[config.mk]
export PLATFORM = sky130hd
export DESIGN_NAME = sapc_top
export DESIGN_NICKNAME = d
export VERILOG_FILES = /design/src/hw/sapc_sar_engine.v /design/src/hw/sapc_top.v
export VERILOG_INCLUDE_DIRS = /design/src /design/src/hw
export SDC_FILE = /design/constraint.sdc
export NUM_CORES = 1
export LEC_CHECK = 0
export BUFFER_PORTS_ARGS = -buffer_cell sky130_fd_sc_hd__buf_2
export CORE_ASPECT_RATIO = 1.4
export CORE_UTILIZATION = 58
export DETAILED_ROUTE_END_ITERATION = 8
export PLACE_DENSITY = 0.87
export RECOVER_POWER = 50
export SLEW_MARGIN = 20
export SYNTH_ARGS = -nofsm -noshare
export SYNTH_HDL_FRONTEND = slang
export SYNTH_SLANG_ARGS = --single-unit
[constraint.sdc]
create_clock -name clk_i -period 2.4 [get_ports clk_i]
set_input_delay 0.12 -clock clk_i [delete_from_list [all_inputs] [get_ports clk_i]]
set_output_delay 0.12 -clock clk_i [all_outputs]
set_load 0.01 [all_outputs]
[src/hw/sapc_map.vh]
`ifndef SAPC_MAP_VH
`define SAPC_MAP_VH
// setup word field positions
`define SAPC_PWR_HI_BIT 7
`define SAPC_PWR_LO_BIT 6
`define SAPC_ACQ_BIT 5
`define SAPC_SGL_BIT 4
`define SAPC_POL_BIT 3
`define SAPC_CHAN_MSB 2
`define SAPC_CHAN_LSB 0
// power and clock mode codes
`define SAPC_PWR_FULL_DOWN 2'h0
`define SAPC_PWR_STANDBY 2'h1
`define SAPC_PWR_NORM_INT 2'h2
`define SAPC_PWR_NORM_EXT 2'h3
// reset value of the setup word: normal operation, external clock
`define SAPC_SETUP_RESET 8'hC0
// timing
`define SAPC_ACQ_EXT_CYCLES 3
`define SAPC_CONV_CYCLES 13
`define SAPC_ACQ_INT_NS 1000
`define SAPC_CONV_INT_NS 3600
`define SAPC_CLK_NS 5
`endif

[src/hw/sapc_sar_engine.v]
`timescale 1ns/100ps
`include "sapc_map.vh"
// successive-approximation core: one decision per conversion tick on ticks 3 to 12 of 13,
// compares the trial code against the analog comparator input
module sapc_sar_engine #(
   parameter WIDTH = 10
) (
   input wire clk_i,
   input wire rstn_i,
   input wire start_i,
   input wire abort_i,
   input wire tick_i,
   input wire cmp_hi_i,
   output reg busy_o,
   output reg done_o,
   output reg [WIDTH-1:0] trial_o
);
   reg [WIDTH-1:0] bit_mask;
   reg [3:0] step;

   // thirteen ticks: first ticks settle, then one bit per tick, MSB first
   always @(posedge clk_i) begin
      if (!rstn_i) begin
         busy_o <= 1'b0;
         done_o <= 1'b0;
         trial_o <= {WIDTH{1'b0}};
         bit_mask <= {WIDTH{1'b0}};
         step <= 4'h0;
      end else begin
         done_o <= 1'b0;
         if (abort_i) begin
            busy_o <= 1'b0;
         end else if (start_i) begin
            busy_o <= 1'b1;
            step <= 4'h0;
            trial_o <= {1'b1, {(WIDTH-1){1'b0}}};
            bit_mask <= {1'b1, {(WIDTH-1){1'b0}}};
         end else if (busy_o && tick_i) begin
            step <= step + 4'h1;
            if (step >= 4'h2 && bit_mask != {WIDTH{1'b0}}) begin
               // keep the trial bit if input is at or above trial level
               trial_o <= (cmp_hi_i ? trial_o : (trial_o & ~bit_mask))
                          | (bit_mask >> 1);
               bit_mask <= bit_mask >> 1;
            end
            if (step == 4'd12) begin
               busy_o <= 1'b0;
               done_o <= 1'b1;
            end
         end
      end
   end
endmodule

[src/hw/sapc_top.v]
`timescale 1ns/100ps
`include "sapc_map.vh"
module sapc_top #(
   parameter WIDTH = 10
) (
   input wire clk_i,
   input wire rstn_i,
   input wire cs_n_i,
   input wire wr_n_i,
   input wire rd_n_i,
   input wire upper_byte_sel_i,
   input wire conv_clk_i,
   input wire [7:0] data_i,
   input wire cmp_hi_i,
   output reg [7:0] data_o,
   output reg data_oe_o,
   output reg done_n_o,
   output reg track_o,
   output reg [2:0] chan_sel_o,
   output reg single_vs_pair_sel_o,
   output reg powered_o
);
   // internal conversion tick period: 3.6us over 13 ticks, rounded down
   localparam INT_TICK = (`SAPC_CONV_INT_NS / `SAPC_CLK_NS) / `SAPC_CONV_CYCLES;
   // internal acquisition: about 1us, rounded up
   localparam INT_ACQ = (`SAPC_ACQ_INT_NS + `SAPC_CLK_NS - 1) / `SAPC_CLK_NS;
   localparam ST_IDLE = 2'h0;
   localparam ST_ACQ_INT = 2'h1;
   localparam ST_ACQ_EXT = 2'h2;
   localparam ST_CONV = 2'h3;

   reg [7:0] setup;
   reg ext_clk_mode;
   reg [1:0] state;
   reg wr_q;
   reg rd_q;
   reg cclk_q;
   reg [9:0] div_cnt;
   reg [9:0] acq_cnt;
   reg [WIDTH-1:0] result;
   wire wr_rise;
   wire rd_fall;
   wire cclk_fall;
   wire int_tick;
   wire tick;
   wire start;
   wire abort;
   wire busy;
   wire done;
   wire [WIDTH-1:0] trial;
   wire [1:0] pwr;
   wire pwr_normal;

   // strobes only count while chip-select is low
   wire wr_act = !cs_n_i && !wr_n_i;
   wire rd_act = !cs_n_i && !rd_n_i;
   wire cclk_act = !cs_n_i && conv_clk_i;
   assign wr_rise = wr_q && !wr_act;
   assign rd_fall = rd_act && !rd_q;
   assign cclk_fall = cclk_q && !cclk_act;
   assign int_tick = (div_cnt == (INT_TICK[9:0] - 10'h1));
   // active conversion clock
   assign tick = ext_clk_mode ? cclk_fall : int_tick;
   assign pwr = data_i[`SAPC_PWR_HI_BIT:`SAPC_PWR_LO_BIT];
   assign pwr_normal = setup[`SAPC_PWR_HI_BIT];

   // strobe history
   always @(posedge clk_i) begin
      if (!rstn_i) begin
         wr_q <= 1'b0;
         rd_q <= 1'b0;
         cclk_q <= 1'b0;
      end else begin
         wr_q <= wr_act;
         rd_q <= rd_act;
         cclk_q <= cclk_act;
      end
   end

   // setup word capture and clock-mode memory
   always @(posedge clk_i) begin
      if (!rstn_i) begin
         setup <= `SAPC_SETUP_RESET;
         ext_clk_mode <= 1'b1;
      end else if (wr_rise) begin
         setup <= data_i;
         if (pwr == `SAPC_PWR_NORM_INT)
            ext_clk_mode <= 1'b0;
         else if (pwr == `SAPC_PWR_NORM_EXT)
            ext_clk_mode <= 1'b1;
         // power-down codes leave the clock mode alone
      end
   end

   // internal clock divider, free running
   always @(posedge clk_i) begin
      if (!rstn_i)
         div_cnt <= 10'h0;
      else if (int_tick)
         div_cnt <= 10'h0;
      else
         div_cnt <= div_cnt + 10'h1;
   end

   // a conversion starts when the acquisition count runs out, or when a write with ACQ clear ends ST_ACQ_EXT
   assign start = (state == ST_ACQ_INT && ((ext_clk_mode && cclk_fall
                   && acq_cnt == `SAPC_ACQ_EXT_CYCLES - 1)
                  || (!ext_clk_mode && acq_cnt == INT_ACQ[9:0] - 10'h1)))
                  || (state == ST_ACQ_EXT && wr_rise && !data_i[`SAPC_ACQ_BIT]);
   assign abort = wr_rise && state == ST_CONV;

   // acquisition and conversion sequencing
   always @(posedge clk_i) begin
      if (!rstn_i) begin
         state <= ST_IDLE;
         acq_cnt <= 10'h0;
      end else begin
         case (state)
            ST_ACQ_INT: begin
               if (wr_rise) begin
                  // any new setup restarts; power-down codes stop here
                  acq_cnt <= 10'h0;
                  if (!data_i[`SAPC_PWR_HI_BIT])
                     state <= ST_IDLE;
                  else if (data_i[`SAPC_ACQ_BIT])
                     state <= ST_ACQ_EXT;
                  else
                     state <= ST_ACQ_INT;
               end else if (start) begin
                  state <= ST_CONV;
               end else if (!ext_clk_mode || cclk_fall) begin
                  acq_cnt <= acq_cnt + 10'h1;
               end
            end
            ST_ACQ_EXT: begin
               if (start) begin
                  // power bits of this write may differ
                  state <= ST_CONV;
               end else if (wr_rise) begin
                  acq_cnt <= 10'h0; // another open acquisition
               end
            end
            default: begin
               if (wr_rise) begin
                  acq_cnt <= 10'h0;
                  // power-down codes start nothing, standby included; only normal codes start an acquisition
                  if (!data_i[`SAPC_PWR_HI_BIT])
                     state <= ST_IDLE;
                  else if (data_i[`SAPC_ACQ_BIT])
                     state <= ST_ACQ_EXT;
                  else
                     state <= ST_ACQ_INT;
               end else if (state == ST_CONV && done) begin
                  state <= ST_IDLE;
               end
            end
         endcase
      end
   end

   sapc_sar_engine #(
      .WIDTH(WIDTH)
   ) u_sar (
      .clk_i(clk_i),
      .rstn_i(rstn_i),
      .start_i(start),
      .abort_i(abort),
      .tick_i(tick),
      .cmp_hi_i(cmp_hi_i),
      .busy_o(busy),
      .done_o(done),
      .trial_o(trial)
   );

   // result register, completion flag and analog controls
   always @(posedge clk_i) begin
      if (!rstn_i) begin
         result <= {WIDTH{1'b0}};
         done_n_o <= 1'b1;
         track_o <= 1'b0;
         chan_sel_o <= 3'h0;
         single_vs_pair_sel_o <= 1'b0;
         powered_o <= 1'b1;
      end else begin
         if (done && state == ST_CONV) begin
            // bipolar flips the MSB to give two's complement
            result <= setup[`SAPC_POL_BIT] ? trial
                      : {~trial[WIDTH-1], trial[WIDTH-2:0]};
            done_n_o <= 1'b0;
         end else if (rd_fall || wr_rise) begin
            done_n_o <= 1'b1;
         end
         track_o <= (state == ST_ACQ_INT) || (state == ST_ACQ_EXT);
         chan_sel_o <= setup[`SAPC_CHAN_MSB:`SAPC_CHAN_LSB];
         single_vs_pair_sel_o <= setup[`SAPC_SGL_BIT];
         powered_o <= pwr_normal || busy;
      end
   end

   // read port: byte select picks the driven half
   always @(posedge clk_i) begin
      if (!rstn_i) begin
         data_o <= 8'h00;
         data_oe_o <= 1'b0;
      end else begin
         data_oe_o <= rd_act;
         if (!upper_byte_sel_i)
            data_o <= result[7:0];
         else if (setup[`SAPC_POL_BIT])
            data_o <= {6'h00, result[9:8]};
         else
            data_o <= {{6{result[9]}}, result[9:8]};
      end
   end
endmodule
==> results.py <==
metrics = {
    "power_and_ir_drop": {
        "p_leak_uw": 0.00154,
        "peakVddDrop_v": 0.000805,
        "power.density_nw_per_um2": 663,
    },
    "drt": {
        "drt_iter0_markers": 240,
        "via_per_inst": 5.73,
        "wl_mm": 7.44,
        "ant_nets": 0,
        "first_pass_iters": 4,
        "route.vias.total": 2893,
        "drc_errors": 0,
        "wl_per_cell_um": 14.7,
    },
    "timing": {
        "worst_pin_slew_ns": 0.911,
        "fin_crit_sh": 0.923,
        "post-route-min-period_ns": 2.22,
        "rsz0062_at_grt": "no",
        "finClkSkew_ns": 0.0161,
        "final_max_slew_viol_count": 0,
        "finalSetupTns_ns": 0,
        "relSlewSlack": 0.393,
        "setup_viol": 0,
        "fin_hold_ws_ns": 0.0354,
        "max_freq_ghz": 0.451,
        "finalHoldViolations": 0,
    },
    "synthesis": {
        "synth-seq-cells": 83,
        "synth.distinct_cells": 51,
        "syn_avg_cell_area_um2": 9.18,
        "synthesis.area_um2": 3520,
        "ys.flop_type": "dfxtp_1",
        "ys_seq_area_frac": 0.473,
        "syn_inst": 383,
        "synth-edff-count": 0,
        "synthArstFlopShare": 0,
        "yosysWarnings": 0,
        "syn_nets": 410,
    },
    "setup_path": {
        "crit_arrival_ns": 2.46,
        "start_kind": "flip-flop",
        "worstPathMaxFanout": 17,
        "cp-end-kind": "flip-flop",
        "critPathMaxStageDelay_ns": 0.36,
        "cp_slowest_cell": "a221o_1",
        "worstSetupPathType": "flip-flop to flip-flop",
        "cp_cell_sequence": "inv_1, ha_1, nor4b_4, nand4_2, a21oi_4, o21ai_4, o211a_1, a221o_1",
        "critPathRequiredTime_ns": 2.65,
    },
    "die": {
        "ioPinCount": 32,
        "rows": 33,
        "die-height_um": 94.1,
        "die_x_um": 67.8,
        "initial_core_util": 0.600,
        "design.core.area_um2": 5860,
        "dieArea_um2": 6380,
    },
    "finish": {
        "drive_gt1_frac": 0.103,
        "insertedDiodeCount": 0,
        "fillers": 454,
        "syn_to_final_growth_pct": 14.8,
        "final_util": 0.688,
        "fin_nets": 457,
    },
    "cts": {
        "cts_buffer_depth": 2,
        "cts_tree": "built",
        "clock-sinks": 83,
        "cts-root-buf": "clkbuf_8",
        "clock_latency_ns": 0.36,
        "htreeDepth": 3,
        "cts_setup_buffers": 0,
        "path_clk_slew_ns": 0.09,
        "numCtsBuffers": 9,
    },
    "global_routing": {
        "grt_pass1_vias": 2911,
        "antenna_found_initial": 0,
        "grt_overflow": 0,
        "grt_pass1_wl_mm": 13.0,
        "grt_max_degree": 22,
        "track_usage": 0.271,
    },
    "min_path": {
        "min_path_type": "input port to flip-flop",
    },
    "placement": {
        "gp_congestion": 0.872,
        "portBuffers": 31,
        "dp_hpwl_mm": 4.97,
    },
    "job": {
        "cap_violations": 0,
    },
    "status": {
        "status": "completed",
    },
}
## placed cells by master, fill, tap and decap left out, types with 2 or more instances in the layout
cell / n
nand2b_1: 17
dfxtp_1: 83
and3_1: 6
a221o_1: 4
ha_1: 11
dlygate4sd3_1: 9
inv_6: 2
inv_1: 14
nand4b_1: 3
a22o_1: 8
nand2_1: 40
a21o_1: 7
o21ai_0: 11
buf_4: 6
nand3b_1: 3
mux2i_1: 2
and2_1: 5
a21oi_1: 24
clkbuf_8: 9
a32o_1: 5
nor4_1: 5
nor3_1: 9
or4_1: 3
bufinv_16: 2
clkbuf_1: 20
clkinv_2: 2
nor4_2: 2
nand3_1: 15
nor2_1: 50
buf_2: 13
xor2_1: 5
xnor2_1: 15
## power breakdown
group | switching (uW) | leakage [uW] | internal [uW]
Clock | 533 | 0.000116 | 597
Combinational | 82.2 | 0.000753 | 55.7
Sequential | 15.4 | 0.000671 | 1390
Total | 630 | 0.00154 | 2050
## cells in the mapped netlist (5+ instances only)
cell type / instances / area [um2]
nand2_1: 40 / 150
nor2_1: 50 / 188
clkbuf_1: 9 / 33.8
a32o_1: 5 / 50.1
a21oi_1: 24 / 120
a22o_1: 8 / 70.1
nor4_1: 5 / 31.3
a21o_1: 7 / 52.6
xor2_1: 5 / 43.8
nand3_1: 15 / 75.1
and2_1: 6 / 37.5
xnor2_1: 15 / 131
and3_1: 6 / 37.5
ha_1: 11 / 138
nand2b_1: 17 / 106
inv_1: 14 / 52.6
o21ai_0: 11 / 55.1
dfxtp_1: 83 / 1660
nor3_1: 9 / 45.0
## state kept, by name, indices dropped and copies added, names as in the netlist, 3 cells and up
signal	cells
acq_cnt	10
chan_sel_o	3
data_o	8
div_cnt	10
result	10
setup	6
u_sar.bit_mask	10
u_sar.step	4
u_sar.trial_o	10
## worst max-delay path: cells and delay by family, from the launching register on
| kind | cells | cell delay [ns] |
|---|---|---|
| simple gates | 2 | 0.42 |
| buf+inv | 1 | 0.09 |
| fa+ha+maj | 1 | 0.15 |
| compound gates | 4 | 1.10 |
| flops | 1 | 0.34 |
## cell type report
type	count	area, um2	area share
multi-input cells	274	1740	0.430
clock buffers	9	124	0.0307
well taps	70	87.6	0.0217
clock inverters	7	98.8	0.0245
repair buffers	48	275	0.0682
flip-flops and latches	83	1660	0.412
inverters	14	52.6	0.0130
## what timing repair did
item,in CTS,in global routing
resized for setup,0,0
endpoints found under the hold margin,8,0
hold buffers,9,0
## path summary, 6_finish.rpt
path | from | end | slack (ns) | depth (start not counted)
max | acq_cnt[0] | u_sar.trial_o[8] | 0.18 | 8
min | data_i[7] | setup[7] | 0.04 | 3
max reg2reg | acq_cnt[0] | u_sar.trial_o[8] | 0.18 | 8
min reg2reg | setup[1] | chan_sel_o[1] | 0.46 | 1
## through the flow
step	area [um2]	setup WS, ns	cells	total power [uW]
2_1_floorplan	3520	0.424	383	1530
3_3_place_gp	3750	0.284	480	1560
3_5_place_dp	3750	0.212	480	1570
4_1_cts	4070	0.193	505	2690
5_1_grt	4040	0.0374	505	2770
6_report	4040	0.185	505	2680
## cells by family after synthesis
family | after synthesis | synth area share
and+or+nand+nor | 168 | 0.245
DFF | 83 | 0.473
AOI/OAI and AO/OA | 73 | 0.154
buffers and inverters | 26 | 0.0334
xor gates and xnor gates | 20 | 0.0498
adders and majority gates | 11 | 0.0391
muxes | 2 | 0.00569
## metal layers
layer | part of all wire | up-vias | track usage
met5 | 0 | - | 0
met4 | 0.045 | 0 | 0.182
met3 | 0.035 | 28 | 0.0631
met2 | 0.52 | 67 | 0.457
met1 | 0.40 | 1373 | 0.290
li1 | - | 1425 | -
(Power assumes the default switching activity.)
